===== src/supply_regs_pkg.sv =====
// constants shared by the supply register bank and its helpers
// assumes one system clock; all offsets are register pointer values on the serial bus
package supply_regs_pkg;

  // register pointer values
  localparam logic [7:0] ADDR_REVISION = 8'h00;
  localparam logic [7:0] ADDR_STATUS = 8'h01;
  localparam logic [7:0] ADDR_MASK = 8'h02;
  localparam logic [7:0] ADDR_ENABLE = 8'h03;

  // values after reset or lockout, and the value read from an unmapped pointer
  localparam logic [7:0] MASK_RESET = 8'hc0;
  localparam logic [7:0] ENABLE_RESET = 8'hff;
  localparam logic [7:0] UNMAPPED_READ = 8'hff;

  // serial bus target address
  localparam logic [6:0] TARGET_ADDR = 7'h48;

  // field positions inside the status, mask and enable registers
  localparam int BIT_POWER_FAIL = 7;
  localparam int BIT_LOW_BATTERY = 6;
  localparam int BIT_SUPPLY_HI = 5;
  localparam int BIT_SUPPLY_LO = 1;
  localparam int NUM_SUPPLIES = 5;
  // buck3 sits at index 2 of the five-supply vector {buck1,buck2,buck3,linreg2,linreg1}
  localparam int RAMP_SUPPLY_IDX = 2;

  // bits of a serial byte, less one
  localparam logic [2:0] LAST_BIT = 3'h7;

  // transaction states, gray coded along the usual path
  typedef enum logic [3:0] {
    ST_IDLE = 4'h0,
    ST_ADDR = 4'h1,
    ST_ADDR_ACK = 4'h3,
    ST_REG = 4'h2,
    ST_REG_ACK = 4'h6,
    ST_WDATA = 4'h7,
    ST_WDATA_ACK = 4'h5,
    ST_RDATA = 4'h4,
    ST_RDATA_ACK = 4'hc
  } bus_state_type;

endpackage


===== src/signal_sync.sv =====
// two-flip-flop synchroniser for a vector of independent levels
// assumes each bit is a slow level; no relation between bits is kept
`timescale 1ns/10ps
module signal_sync
  import supply_regs_pkg::*;
#(
  parameter int WIDTH = 1,
  parameter logic [WIDTH-1:0] RESET_VAL = '1
)
(
  input wire logic i_sys_clk,
  input wire logic i_rst,
  input wire logic [WIDTH-1:0] i_async,
  output logic [WIDTH-1:0] o_sync
);

  logic [WIDTH-1:0] meta_r;
  logic [WIDTH-1:0] sync_r;

  // first stage is read only by the second stage
  always_ff @(posedge i_sys_clk)
  begin
    if (i_rst)
    begin
      meta_r <= RESET_VAL;
      sync_r <= RESET_VAL;
    end
    else
    begin
      meta_r <= i_async;
      sync_r <= meta_r;
    end
  end

  assign o_sync = sync_r;

endmodule


===== src/rail_fault_qualify.sv =====
// qualifies raw undervoltage comparator levels into supply fault bits
// assumes inputs are already synchronised; purely combinational
`timescale 1ns/10ps
module rail_fault_qualify
  import supply_regs_pkg::*;
#(
  parameter int N = NUM_SUPPLIES,
  parameter int RAMP_IDX = RAMP_SUPPLY_IDX
)
(
  input wire logic [N-1:0] i_below,
  input wire logic [N-1:0] i_on,
  input wire logic i_ramp,
  output logic [N-1:0] o_fault
);

  // a disabled supply never reports a fault; buck3 is also quiet while ramping
  for (genvar g = 0; g < N; g++)
  begin : g_fault
    if (g == RAMP_IDX)
    begin : g_ramp
      assign o_fault[g] = i_below[g] & i_on[g] & ~i_ramp;
    end
    else
    begin : g_plain
      assign o_fault[g] = i_below[g] & i_on[g];
    end
  end

endmodule


===== src/supply_status_mask_enable_regs.sv =====
// supply status, interrupt mask and supply enable registers behind a serial bus target
// assumes scl/sda, comparators and enable pins are asynchronous and slow against i_sys_clk
// Function
// - status bits 7,6 show power-fail, low-battery comparators
// - status bits 5..3 flag bucks below regulation
// - disabled converter reports no fault
// - buck3 fault suppressed during core voltage ramp
// - status bits 2,1 flag linear regulators
// - status at 01h, read-only, live
// - revision at 00h, fixed read-only code
// - mask bit one blocks that fault from pin
// - mask at 02h, loads c0h on lockout
// - supply on needs register bit and pin
// - lockout reloads enable register with ffh
// - enable bit held one while pin low
// - host may write enable bits 5..1
// - shared linreg pin low restores both bits
// - interrupt low while unmasked enabled fault present
// - status read releases pin, bits stay
// - unimplemented address reads ffh
// - answers serial target address 1001000
`timescale 1ns/10ps
module supply_status_mask_enable_regs
  import supply_regs_pkg::*;
#(
  parameter logic [7:0] REVISION_CODE = 8'h5a // arbitrary identification value
)
(
  input wire logic i_sys_clk,
  input wire logic i_rst,
  input wire logic i_scl,
  input wire logic i_sda,
  output logic o_sda,
  output logic o_sda_oe,
  input wire logic i_supply_lockout,
  input wire logic i_power_fail_sense,
  input wire logic i_low_battery_sense,
  input wire logic i_buck1_output_low,
  input wire logic i_buck2_output_low,
  input wire logic i_buck3_output_low,
  input wire logic i_linreg2_output_low,
  input wire logic i_linreg1_output_low,
  input wire logic i_core_voltage_ramp,
  input wire logic i_buck1_enable_pin,
  input wire logic i_buck2_enable_pin,
  input wire logic i_buck3_enable_pin,
  input wire logic i_linreg_enable_pin,
  output logic o_buck1_on,
  output logic o_buck2_on,
  output logic o_buck3_on,
  output logic o_linreg2_on,
  output logic o_linreg1_on,
  output logic o_int,
  output logic o_int_oe
);

  localparam int SW = 15;

  logic [SW-1:0] async_in;
  logic [SW-1:0] sync_out;
  logic scl_s;
  logic sda_s;
  logic lockout_s;
  logic power_fail_s;
  logic low_battery_s;
  logic [NUM_SUPPLIES-1:0] below_s;
  logic ramp_s;
  logic [NUM_SUPPLIES-1:0] pin_s;
  logic defaults_load;

  logic scl_d_r;
  logic sda_d_r;
  logic scl_rise;
  logic scl_fall;
  logic start_det;
  logic stop_det;

  bus_state_type state_r;
  logic [2:0] bit_cnt_r;
  logic [7:0] shift_r;
  logic phase_r;
  logic rw_r;
  logic mack_r;
  logic [7:0] rx_byte;
  logic rx_state;
  logic rx_done;
  logic ptr_wr;
  logic wr_stb;
  logic rd_load;
  logic status_rd;
  logic [7:0] ptr_r;
  logic [7:0] tx_r;
  logic sda_oe_r;
  logic drive_nxt;

  logic [7:0] mask_r;
  logic [NUM_SUPPLIES-1:0] en_r;
  logic [NUM_SUPPLIES-1:0] en_nxt;
  logic [NUM_SUPPLIES-1:0] on_r;
  logic [NUM_SUPPLIES-1:0] fault_q;
  logic [7:0] status_r;
  logic [7:1] unmasked;
  logic [7:1] unmasked_d_r;
  logic new_fault;
  logic released_r;
  logic int_oe_r;

  // every pin-side level crosses two flops before use
  assign async_in = {i_scl, i_sda, i_supply_lockout, i_power_fail_sense, i_low_battery_sense,
                     i_buck1_output_low, i_buck2_output_low, i_buck3_output_low,
                     i_linreg2_output_low, i_linreg1_output_low, i_core_voltage_ramp,
                     i_buck1_enable_pin, i_buck2_enable_pin, i_buck3_enable_pin,
                     i_linreg_enable_pin};

  signal_sync #(
    .WIDTH(SW),
    .RESET_VAL('1)
  ) u_sync (
    .i_sys_clk(i_sys_clk),
    .i_rst(i_rst),
    .i_async(async_in),
    .o_sync(sync_out)
  );

  // unpack synchronised levels; one linreg pin feeds both regulators
  assign scl_s = sync_out[14];
  assign sda_s = sync_out[13];
  assign lockout_s = sync_out[12];
  assign power_fail_s = sync_out[11];
  assign low_battery_s = sync_out[10];
  assign below_s = sync_out[9:5];
  assign ramp_s = sync_out[4];
  assign pin_s = {sync_out[3:1], sync_out[0], sync_out[0]};
  assign defaults_load = i_rst | lockout_s;

  // previous bus levels for edge and condition detection
  always_ff @(posedge i_sys_clk)
  begin
    if (i_rst)
    begin
      scl_d_r <= 1'b1;
      sda_d_r <= 1'b1;
    end
    else
    begin
      scl_d_r <= scl_s;
      sda_d_r <= sda_s;
    end
  end

  assign scl_rise = scl_s & ~scl_d_r;
  assign scl_fall = ~scl_s & scl_d_r;
  assign start_det = scl_s & scl_d_r & sda_d_r & ~sda_s;
  assign stop_det = scl_s & scl_d_r & ~sda_d_r & sda_s;

  // byte strobes derived from the transaction state
  assign rx_byte = {shift_r[6:0], sda_s};
  assign rx_state = (state_r == ST_ADDR) || (state_r == ST_REG) || (state_r == ST_WDATA);
  assign rx_done = rx_state && scl_rise && (bit_cnt_r == LAST_BIT);
  assign ptr_wr = rx_done && (state_r == ST_REG);
  assign wr_stb = rx_done && (state_r == ST_WDATA);
  assign rd_load = scl_fall && phase_r &&
                   (((state_r == ST_ADDR_ACK) && rw_r) || ((state_r == ST_RDATA_ACK) && mack_r));
  assign status_rd = rd_load && (ptr_r == ADDR_STATUS);

  // transaction sequencer: address, pointer, then write or read bytes
  always_ff @(posedge i_sys_clk)
  begin
    if (i_rst)
    begin
      state_r <= ST_IDLE;
      bit_cnt_r <= 3'h0;
      shift_r <= 8'h00;
      phase_r <= 1'b0;
      rw_r <= 1'b0;
      mack_r <= 1'b0;
    end
    else if (start_det)
    begin
      state_r <= ST_ADDR; // repeated start also lands here
      bit_cnt_r <= 3'h0;
      phase_r <= 1'b0;
    end
    else if (stop_det)
    begin
      state_r <= ST_IDLE;
      phase_r <= 1'b0;
    end
    else
    begin
      if (scl_rise && (rx_state || state_r == ST_RDATA))
      begin
        bit_cnt_r <= bit_cnt_r + 3'h1;
      end
      if (scl_rise && rx_state)
      begin
        shift_r <= rx_byte;
      end
      case (state_r)
        ST_ADDR:
        begin
          if (rx_done)
          begin
            if (rx_byte[7:1] == TARGET_ADDR)
            begin
              state_r <= ST_ADDR_ACK;
              rw_r <= sda_s;
            end
            else
            begin
              state_r <= ST_IDLE; // not ours: stay off the bus until the next start
            end
          end
        end
        ST_REG:
        begin
          if (rx_done)
          begin
            state_r <= ST_REG_ACK;
          end
        end
        ST_WDATA:
        begin
          if (rx_done)
          begin
            state_r <= ST_WDATA_ACK;
          end
        end
        ST_ADDR_ACK, ST_REG_ACK, ST_WDATA_ACK:
        begin
          // phase 0 waits for the eighth falling edge, phase 1 holds the ack low
          if (scl_fall)
          begin
            phase_r <= ~phase_r;
            if (phase_r)
            begin
              bit_cnt_r <= 3'h0;
              if (state_r == ST_ADDR_ACK)
              begin
                state_r <= rw_r ? ST_RDATA : ST_REG;
              end
              else
              begin
                state_r <= ST_WDATA;
              end
            end
          end
        end
        ST_RDATA:
        begin
          if (scl_rise && bit_cnt_r == LAST_BIT)
          begin
            state_r <= ST_RDATA_ACK;
          end
        end
        ST_RDATA_ACK:
        begin
          // phase 0 still drives bit 0, phase 1 listens to the host acknowledge
          if (scl_rise && phase_r)
          begin
            mack_r <= ~sda_s;
          end
          if (scl_fall)
          begin
            phase_r <= ~phase_r;
            if (phase_r)
            begin
              bit_cnt_r <= 3'h0;
              state_r <= mack_r ? ST_RDATA : ST_IDLE;
            end
          end
        end
        default:
        begin
          state_r <= ST_IDLE;
        end
      endcase
    end
  end

  // register pointer, auto-incremented after every written byte and as every read byte is loaded
  always_ff @(posedge i_sys_clk)
  begin
    if (i_rst)
    begin
      ptr_r <= 8'h00;
    end
    else if (ptr_wr)
    begin
      ptr_r <= rx_byte;
    end
    else if (wr_stb || rd_load)
    begin
      ptr_r <= ptr_r + 8'h01;
    end
  end

  // read data selection
  function automatic logic [7:0] read_mux(input logic [7:0] addr);
    logic [7:0] val;
    val = UNMAPPED_READ;
    case (addr)
      ADDR_REVISION: val = REVISION_CODE;
      ADDR_STATUS: val = status_r;
      ADDR_MASK: val = mask_r;
      ADDR_ENABLE: val = {2'b11, en_r, 1'b1};
      default: val = UNMAPPED_READ;
    endcase
    return val;
  endfunction

  // transmit shifter: loaded at the start of each read byte, msb first
  always_ff @(posedge i_sys_clk)
  begin
    if (i_rst)
    begin
      tx_r <= 8'hff;
    end
    else if (rd_load)
    begin
      tx_r <= read_mux(ptr_r);
    end
    else if (scl_fall && state_r == ST_RDATA)
    begin
      tx_r <= {tx_r[6:0], 1'b1};
    end
  end

  // sda is only ever pulled low; a one is the pull-up
  always_comb
  begin
    drive_nxt = 1'b0;
    case (state_r)
      ST_ADDR_ACK, ST_REG_ACK, ST_WDATA_ACK: drive_nxt = phase_r;
      ST_RDATA: drive_nxt = ~tx_r[7];
      ST_RDATA_ACK: drive_nxt = ~phase_r & ~tx_r[7];
      default: drive_nxt = 1'b0;
    endcase
  end

  always_ff @(posedge i_sys_clk)
  begin
    if (i_rst)
    begin
      sda_oe_r <= 1'b0;
    end
    else
    begin
      sda_oe_r <= drive_nxt;
    end
  end

  // mask: bit 0 has no fault behind it and stays zero
  always_ff @(posedge i_sys_clk)
  begin
    if (defaults_load)
    begin
      mask_r <= MASK_RESET;
    end
    else if (wr_stb && ptr_r == ADDR_MASK)
    begin
      mask_r <= {rx_byte[7:1], 1'b0};
    end
  end

  // enable bits: writable, but forced back to one while their pin is low
  always_comb
  begin
    en_nxt = en_r;
    if (wr_stb && ptr_r == ADDR_ENABLE)
    begin
      en_nxt = rx_byte[BIT_SUPPLY_HI:BIT_SUPPLY_LO];
    end
    en_nxt = en_nxt | ~pin_s;
  end

  always_ff @(posedge i_sys_clk)
  begin
    if (defaults_load)
    begin
      en_r <= ENABLE_RESET[BIT_SUPPLY_HI:BIT_SUPPLY_LO];
    end
    else
    begin
      en_r <= en_nxt;
    end
  end

  // supply turn-on is the and of register bit and pin
  always_ff @(posedge i_sys_clk)
  begin
    if (defaults_load)
    begin
      on_r <= '0;
    end
    else
    begin
      on_r <= en_r & pin_s;
    end
  end

  rail_fault_qualify #(
    .N(NUM_SUPPLIES),
    .RAMP_IDX(RAMP_SUPPLY_IDX)
  ) u_qualify (
    .i_below(below_s),
    .i_on(on_r),
    .i_ramp(ramp_s),
    .o_fault(fault_q)
  );

  // live status; writes never reach it
  always_ff @(posedge i_sys_clk)
  begin
    if (i_rst)
    begin
      status_r <= 8'h00;
    end
    else
    begin
      status_r <= {power_fail_s, low_battery_s, fault_q, 1'b0};
    end
  end

  // faults that may reach the pin
  assign unmasked = status_r[7:1] & ~mask_r[7:1];
  assign new_fault = |(unmasked & ~unmasked_d_r);

  always_ff @(posedge i_sys_clk)
  begin
    if (i_rst)
    begin
      unmasked_d_r <= '0;
    end
    else
    begin
      unmasked_d_r <= unmasked;
    end
  end

  // a status read lets the pin float; a fresh fault or full recovery re-arms it
  always_ff @(posedge i_sys_clk)
  begin
    if (defaults_load)
    begin
      released_r <= 1'b0;
    end
    else if (unmasked == '0 || new_fault)
    begin
      released_r <= 1'b0;
    end
    else if (status_rd && int_oe_r)
    begin
      released_r <= 1'b1;
    end
  end

  // open-drain interrupt, low while any unmasked fault stands and no status read has released it
  always_ff @(posedge i_sys_clk)
  begin
    if (i_rst)
    begin
      int_oe_r <= 1'b0;
    end
    else
    begin
      int_oe_r <= (|unmasked) & ~released_r;
    end
  end

  assign o_int = 1'b0;
  assign o_int_oe = int_oe_r;
  assign o_sda = 1'b0;
  assign o_sda_oe = sda_oe_r;
  assign o_buck1_on = on_r[4];
  assign o_buck2_on = on_r[3];
  assign o_buck3_on = on_r[2];
  assign o_linreg2_on = on_r[1];
  assign o_linreg1_on = on_r[0];

endmodule


===== config.mk =====
export PLATFORM = sky130hd
export DESIGN_NAME = supply_status_mask_enable_regs
export DESIGN_NICKNAME = d
export VERILOG_FILES = /design/src/supply_regs_pkg.sv /design/src/signal_sync.sv /design/src/rail_fault_qualify.sv /design/src/supply_status_mask_enable_regs.sv
export SDC_FILE = /design/constraint.sdc
export NUM_CORES = 1
export LEC_CHECK = 0
export ABC_CLOCK_PERIOD_IN_PS = 2670
export BUFFER_PORTS_ARGS = -buffer_cell sky130_fd_sc_hd__buf_2
export CORE_ASPECT_RATIO = 1.2
export CORE_MARGIN = 1
export CORE_UTILIZATION = 63
export CTS_BUF_LIST = sky130_fd_sc_hd__clkbuf_8
export DETAILED_ROUTE_END_ITERATION = 6
export PLACE_DENSITY = 0.88
export SETUP_SLACK_MARGIN = 0.15
export SYNTH_ARGS = -nofsm -noshare
export SYNTH_HDL_FRONTEND = slang
export SYNTH_HIERARCHICAL = 1
export SYNTH_SLANG_ARGS = --single-unit
export TNS_END_PERCENT = 100

===== constraint.sdc =====
create_clock -name i_sys_clk -period 2.67 [get_ports i_sys_clk]
set_input_delay 0.6675 -clock i_sys_clk [delete_from_list [all_inputs] [get_ports i_sys_clk]]
set_output_delay 0.6675 -clock i_sys_clk [all_outputs]
set_load 0.05 [all_outputs]

==> impl_metrics.csv, run 1 <==
group,metric,value,unit
critical_path,timing.reg2reg.worst_path_depth,5,
layout,multiInputGateArea,0.00212,sq mm
critical_path,path_class,"register to register",
timing,fin_skew,0.0105,ns
synthesis,syn-instance-count,450,
routing,wirelength_met1,3.63,mm
synthesis,ys_async_sr_fraction,0,%
routing,wl_per_cell,15.9,microns
synthesis,syn-mean-instance-area,9.47,sq um
worst_hold_path,type_of_the_worst_min_delay_path,"register to register",
clock_tree,postCtsResizedCells,0,
floorplan,initial_utilization,65.7,%
routing,routed-wl-met3,353,microns
placement,port_buffers,23,
routing,detailedRoute.firstPassIterationCount,5,
placement,place.detailed.hpwl,6.15,mm
grt,grt_pass1_wl,14.8,mm
grt,grt_use_total,26.9,%
floorplan,fp.dieH,92.1,microns
routing,vias,3246,
outcome,outcome,"finished clean",
layout,nNetsFinal,484,
routing,met2WireLength,4.42,mm
routing,dr.max_layer_used,"met4",
critical_path,max_stage_delay,0.55,ns
timing,rsz0062_at_grt,"false",
routing,avgViaCountPerCell,5.89,
timing,max_freq,0.455,GHz
grt,grt_start_max_net_pins,62,
routing,ant_nets,0,
timing,final_min_period_over_clock_period,82.3,%
synthesis,mappedNetlistArea,0.00426,sq mm
timing,setup_tns,0,ns
power,vdd_drop_max,0.000596,V
critical_path,worstSetupStartpointType,"register",
timing,final_hold_violation_count,0,
timing,period_needed,2.20,ns
layout,layout_commonest_cell,"sky130_fd_sc_hd__dfxtp_1",
floorplan,num_rows,32,
run,cap_viol_max_count,0,
layout,fillerInstances,487,
layout,register_cell_area_after_layout,0.00198,sq mm
grt,vias_in_the_first_global_route,3158,
layout,n_antenna_cell,0,
synthesis,number_of_storage_elements_in_the_synthesis_netlist,99,
critical_path,cp_slowest_cell,"sky130_fd_sc_hd__nor4_4",
placement,numPlacedInstances,535,
floorplan,io_pins,26,
worst_hold_path,timing.hold.worst_path_depth,1,
clock_tree,clk-insertion-delay-late,0.37,ns
clock_tree,clkTransAtPathRegs,0.11,ns
clock_tree,cts_root_buffer,"sky130_fd_sc_hd__clkbuf_8",
clock_tree,postCtsSetupRepairBufs,0,
layout,area_delta_synth_final,7.72,%
layout,commonest_cells_after_routing_fill_and_taps_aside,"sky130_fd_sc_hd__dfxtp_1, sky130_fd_sc_hd__nor2_1, sky130_fd_sc_hd__nand2_1",
synthesis,yosysUniqueCellTypes,67,
power,fin_total_pwr,2.86,mW
power,power.static_leakage,1.77,nW
critical_path,worst-path-max-fanout,11,
clock_tree,tritoncts,"done",
timing,max_slew_margin,54.5,%
critical_path,critical_path.cell_chain,"ha_1, inv_1, nor4_4, mux2i_1, nand3_1",
placement,place.gp.congestion,0.919,
floorplan,placeableCoreArea,0.00649,sq mm
synthesis,number_of_enable_flip_flop_cells_after_synthesis,0,
critical_path,required,2.93,ns
routing,routed_wirelength,8.77,mm
routing,remaining_drc_errors,0,
timing,final_setup_viols,0,
power,pwr_density_cell,622,mW/mm^2
timing,timing_max_transition_violations_final,0,
synthesis,synthesis.yosys.warnings,6,
clock_tree,cts_sinks,99,
clock_tree,clock_path_buffers,2,
clock_tree,ctsHoldBuffers,0,
synthesis,synth_sequential_area_ratio,46.5,%
floorplan,overall_die_area,0.00710,sq mm
grt,globalRoute.totalOverflow,0,
grt,antenna_found_initial,0,
clock_tree,tritoncts.num_buffers,9,
floorplan,die_w,77.1,microns
synthesis,synth_top_flop_cell,"sky130_fd_sc_hd__dfxtp_1",
layout,drive_gt1_share,14.2,%
routing,detail_route.iter0.violations,245,
critical_path,worstSetupEndpointType,"register",
layout,layout.core_utilization,70.8,%
timing,worst_slew_pin_slew,0.683,ns
layout,layout.cells.non_filler,551,
clock_tree,htree_num_levels,3,
critical_path,worstPathArrival,2.45,ns
[sequential cells by signal (all words and copies together), names as in the netlist, 3 cells and up]
name,cells
ptr_r,8
unmasked_d_r,7
tx_r,8
bit_cnt_r,3
status_r,7
mask_r,7
on_r,5
en_r,5
u_sync/meta_r,15
state_r,4
u_sync/o_sync,15
shift_r,7
[worst max-delay path: cells and delay by family (launching register included)]
| kind | cells | cell delay (ns) |
|---|---|---|
| AND/OR/NAND/NOR | 2 | 0.65 |
| adder cells (fa/ha/maj) | 1 | 0.46 |
| flip-flops | 1 | 0.45 |
| multiplexers | 1 | 0.32 |
| buffers and inverters | 1 | 0.20 |
[final cells by class]
type	instances	share of cell area, %
Clock buffer	10	3.00
Sequential cell	99	43.2
Multi-Input combinational cell	317	46.1
Clock inverter	6	1.53
Timing Repair Buffer	29	3.49
Inverter	5	0.409
Tap cell	85	2.32
[final timing paths]
path	startpoint	endpoint	slack, ns
max reg2reg	ptr_r[0]	en_r[3]	0.47
min reg2reg	u_sync/meta_r[3]	u_sync/o_sync[3]	0.40
max	ptr_r[0]	en_r[3]	0.47
min	u_sync/meta_r[3]	u_sync/o_sync[3]	0.40
[logic make-up (layout without fill, tap and decap cells)]
logic type	after synthesis	in the layout	synth area share (%)
muxes	24	24	5.67
and+or+nand+nor	203	203	27.7
adders and majority gates	6	6	1.76
xor gates and xnor gates	6	6	1.23
AOI/OAI and AO/OA	76	76	13.1
DFF	99	99	46.5
other	1	2	0.0880
buffers and inverters	35	50	3.93
[through the flow]
stage / cell area (sq um) / hold slack (ns) / setup slack [ns]
global placement: 4380 / 0.367 / 0.561
CTS: 4590 / 0.406 / 0.457
global route: 4590 / 0.426 / 0.304
floorplan: 4270 / 0.364 / 0.744
finish: 4590 / 0.400 / 0.472
detailed placement: 4380 / 0.370 / 0.526
[power by group]
group	switching [mW]	total, mW	internal [mW]
combinational	0.179	0.313	0.134
clock	0.570	0.965	0.395
sequential	0.0568	1.58	1.52
total	0.806	2.86	2.05
[per-layer routing]
layer  vias to the layer above  global-route usage [%]
li1                       1601                       -
met1                      1514                    30.2
met2                       100                    46.6
met3                        31                    5.27
met4                         0                    16.5
met5                         -                       0
[cell usage after synthesis, types with 3 or more instances]
| cell | number | area (sq um) |
|---|---|---|
| sky130_fd_sc_hd__dfxtp_1 | 99 | 1980 |
| sky130_fd_sc_hd__nor2_1 | 45 | 169 |
| sky130_fd_sc_hd__nand2_1 | 33 | 124 |
| sky130_fd_sc_hd__or2_1 | 31 | 194 |
| sky130_fd_sc_hd__mux2i_1 | 23 | 230 |
| sky130_fd_sc_hd__a21oi_1 | 17 | 85.1 |
| sky130_fd_sc_hd__o21ai_0 | 15 | 75.1 |
| sky130_fd_sc_hd__clkbuf_1 | 12 | 45.0 |
| sky130_fd_sc_hd__nand3_1 | 12 | 60.1 |
| sky130_fd_sc_hd__nand2b_1 | 11 | 68.8 |
| sky130_fd_sc_hd__nor2b_1 | 11 | 68.8 |
| sky130_fd_sc_hd__buf_2 | 10 | 50.1 |
| sky130_fd_sc_hd__nor3_1 | 9 | 45.0 |
| sky130_fd_sc_hd__and2_1 | 7 | 43.8 |
| sky130_fd_sc_hd__ha_1 | 6 | 75.1 |
| sky130_fd_sc_hd__a211o_1 | 5 | 43.8 |
| sky130_fd_sc_hd__a222oi_1 | 5 | 50.1 |
| sky130_fd_sc_hd__and3_1 | 5 | 31.3 |
| sky130_fd_sc_hd__inv_1 | 5 | 18.8 |
| sky130_fd_sc_hd__a221o_1 | 4 | 40.0 |
| sky130_fd_sc_hd__a22oi_1 | 4 | 30.0 |
| sky130_fd_sc_hd__nor4_4 | 4 | 85.1 |
| sky130_fd_sc_hd__o22ai_1 | 4 | 25.0 |
| sky130_fd_sc_hd__xnor2_1 | 4 | 35.0 |
| sky130_fd_sc_hd__and3b_1 | 3 | 26.3 |
| sky130_fd_sc_hd__and4bb_2 | 3 | 37.5 |
| sky130_fd_sc_hd__buf_1 | 3 | 11.3 |
| sky130_fd_sc_hd__nand4_1 | 3 | 18.8 |
| sky130_fd_sc_hd__nor3b_1 | 3 | 22.5 |
| sky130_fd_sc_hd__nor4_1 | 3 | 18.8 |
| sky130_fd_sc_hd__or2_2 | 3 | 18.8 |
(Power assumes the default switching activity.)
==> run 2: changes to the inputs <==
- ABC_CLOCK_PERIOD_IN_PS: 2670 -> 2200
- clock period: 2.67 -> 2.2 ns (I/O delays scaled with it)
==> run 2 against run 1 <==
- combinational power increased by 36%
- fmax increased by 12%
- die area unchanged
- flip-flop and latch count unchanged
- first-iteration DRC count increased by 25%
- global-route usage decreased by 0.61 points
- sequential power increased by 21%
- wire length increased by 5.2%
- via count increased by 5.3%
- critical endpoint is now ptr_r[2]
==> impl_metrics.csv, run 2 (synthesis gave the netlist of run 1 again) <==
group,metric,value,unit
power,cell_internal_pwr,2.47,mW
layout,fillerInstances,454,
floorplan,initial_utilization,65.7,%
floorplan,overall_die_area,0.00710,sq mm
grt,vias_in_the_first_global_route,3192,
clock_tree,cts_sinks,99,
timing,period_needed,1.97,ns
worst_hold_path,type_of_the_worst_min_delay_path,"primary input to register",
clock_tree,tritoncts,"done",
routing,remaining_drc_errors,0,
placement,port_buffers,23,
grt,antenna_found_initial,0,
layout,layout_commonest_cell,"sky130_fd_sc_hd__dfxtp_1",
timing,timing_max_transition_violations_final,0,
routing,routed_wirelength,9.22,mm
routing,wl_per_cell,16.3,microns
critical_path,path_class,"register to register",
critical_path,worstSetupStartpointType,"register",
routing,avgViaCountPerCell,6.05,
worst_hold_path,holdCritStartpoint,"i_low_battery_sense",
floorplan,die_w,77.1,microns
critical_path,worst_setup_path_startpoint,"bit_cnt_r[0]",
routing,vias,3419,
layout,multiInputGateArea,0.00218,sq mm
critical_path,required,2.45,ns
critical_path,worstPathArrival,2.22,ns
timing,final_setup_viols,0,
layout,nNetsFinal,498,
clock_tree,ctsHoldBuffers,0,
power,power_switching,0.980,mW
routing,detailedRoute.firstPassIterationCount,7,
timing,max_freq,0.508,GHz
power,vdd_drop_max,0.000857,V
clock_tree,clock_path_buffers,2,
routing,detail_route.iter0.violations,307,
floorplan,placeableCoreArea,0.00649,sq mm
floorplan,fp.dieH,92.1,microns
power,seq_power_share,55.3,%
timing,rsz0062_at_grt,"false",
power,sw_frac_of_total,28.4,%
timing,final_hold_violation_count,0,
power,power.static_leakage,1.84,nW
placement,place.gp.congestion,0.939,
power,comb_power_share,12.4,%
grt,globalRoute.totalOverflow,0,
placement,place.detailed.hpwl,6.33,mm
critical_path,worst-path-max-fanout,5,
power,clockPowerShare,32.4,%
timing,final_min_period_over_clock_period,89.5,%
outcome,outcome,"finished clean",
critical_path,crit-reg2reg-launch,"bit_cnt_r[0]",
timing,holdWs,0.353,ns
clock_tree,tritoncts.num_buffers,9,
layout,area_delta_synth_final,11.3,%
floorplan,num_rows,32,
layout,commonest_cells_after_routing_fill_and_taps_aside,"sky130_fd_sc_hd__dfxtp_1, sky130_fd_sc_hd__nor2_1, sky130_fd_sc_hd__nand2_1",
routing,ant_nets,0,
clock_tree,htree_num_levels,3,
power,pwr_density_cell,728,mW/mm^2
layout,register_cell_area_after_layout,0.00199,sq mm
grt,grt_use_total,26.2,%
timing,fin_skew,0.00894,ns
timing,setup_tns,0,ns
critical_path,worstSetupEndpointType,"register",
power,fin_total_pwr,3.45,mW
grt,grt_pass1_wl,14.6,mm
layout,layout.cells.non_filler,565,
run,cap_viol_max_count,0,
clock_tree,clk-insertion-delay-late,0.36,ns
floorplan,io_pins,26,
placement,numPlacedInstances,542,
layout,n_antenna_cell,0,
clock_tree,clkTransAtPathRegs,0.10,ns
grt,grt_start_max_net_pins,43,
clock_tree,cts_root_buffer,"sky130_fd_sc_hd__clkbuf_8",
layout,drive_gt1_share,19.6,%
## run 2: power by group through the flow
stage	registers (mW)	clock network, mW	logic [mW]
floorplan	1.92	0	0.332
global placement	1.94	0	0.405
detailed placement	1.94	0	0.410
CTS	1.90	1.13	0.413
global route	1.92	1.21	0.463
finish	1.91	1.12	0.427
## run 2: cell type report
cell class,instances,share of cell area (%)
Clock buffer,9,2.61
Clock inverter,7,1.48
Inverter,5,0.396
Multi-Input combinational cell,318,45.9
Sequential cell,99,41.9
Tap cell,85,2.24
Timing Repair Buffer,42,5.43
## run 2: metal layers
metal  GRT usage [%]  vias to the layer above  wire [microns]
met2            46.6                      147            4590
li1                -                     1627               -
met4            13.2                        0             338
met3            4.58                       35             579
met1            30.1                     1610            3710
met5               0                        -               0
## run 2: worst max-delay path, cell delays in order, from the launching register on
cell and delay (ns):
sky130_fd_sc_hd__dfxtp_2 0.37, sky130_fd_sc_hd__ha_4 0.14, sky130_fd_sc_hd__ha_4 0.12, sky130_fd_sc_hd__nand3b_1 0.19, sky130_fd_sc_hd__or4_4 0.62, sky130_fd_sc_hd__mux2_4 0.32, sky130_fd_sc_hd__nand2_1 0.06, sky130_fd_sc_hd__a21oi_1 0.05
## run 2: through the flow
step                      cell area [sq um]  setup WS [ns]  utilization, %
after floorplan                        4270          0.274               -
after global placement                 4440          0.221            68.4
after detailed placement               4440          0.140            68.4
after CTS                              4630          0.136            71.5
after global routing                   4740          0.141            73.1
final                                  4740          0.231            73.1
## run 2: final timing paths
| path | endpoint | slack, ns | depth (start not counted) |
|---|---|---|---|
| setup / recovery | ptr_r[2] | 0.23 | 7 |
| setup reg to reg | ptr_r[2] | 0.23 | 7 |
| hold / removal | u_sync/meta_r[10] | 0.35 | 2 |
| hold reg to reg | en_r[2] | 0.40 | 1 |
## run 2: repair_timing
item | CTS | global route
endpoints found under the setup margin | 5 | 23
pin swaps | 1 | 3
cloned | 0 | 1
buffers inserted | 0 | 6
resized for setup | 2 | 17
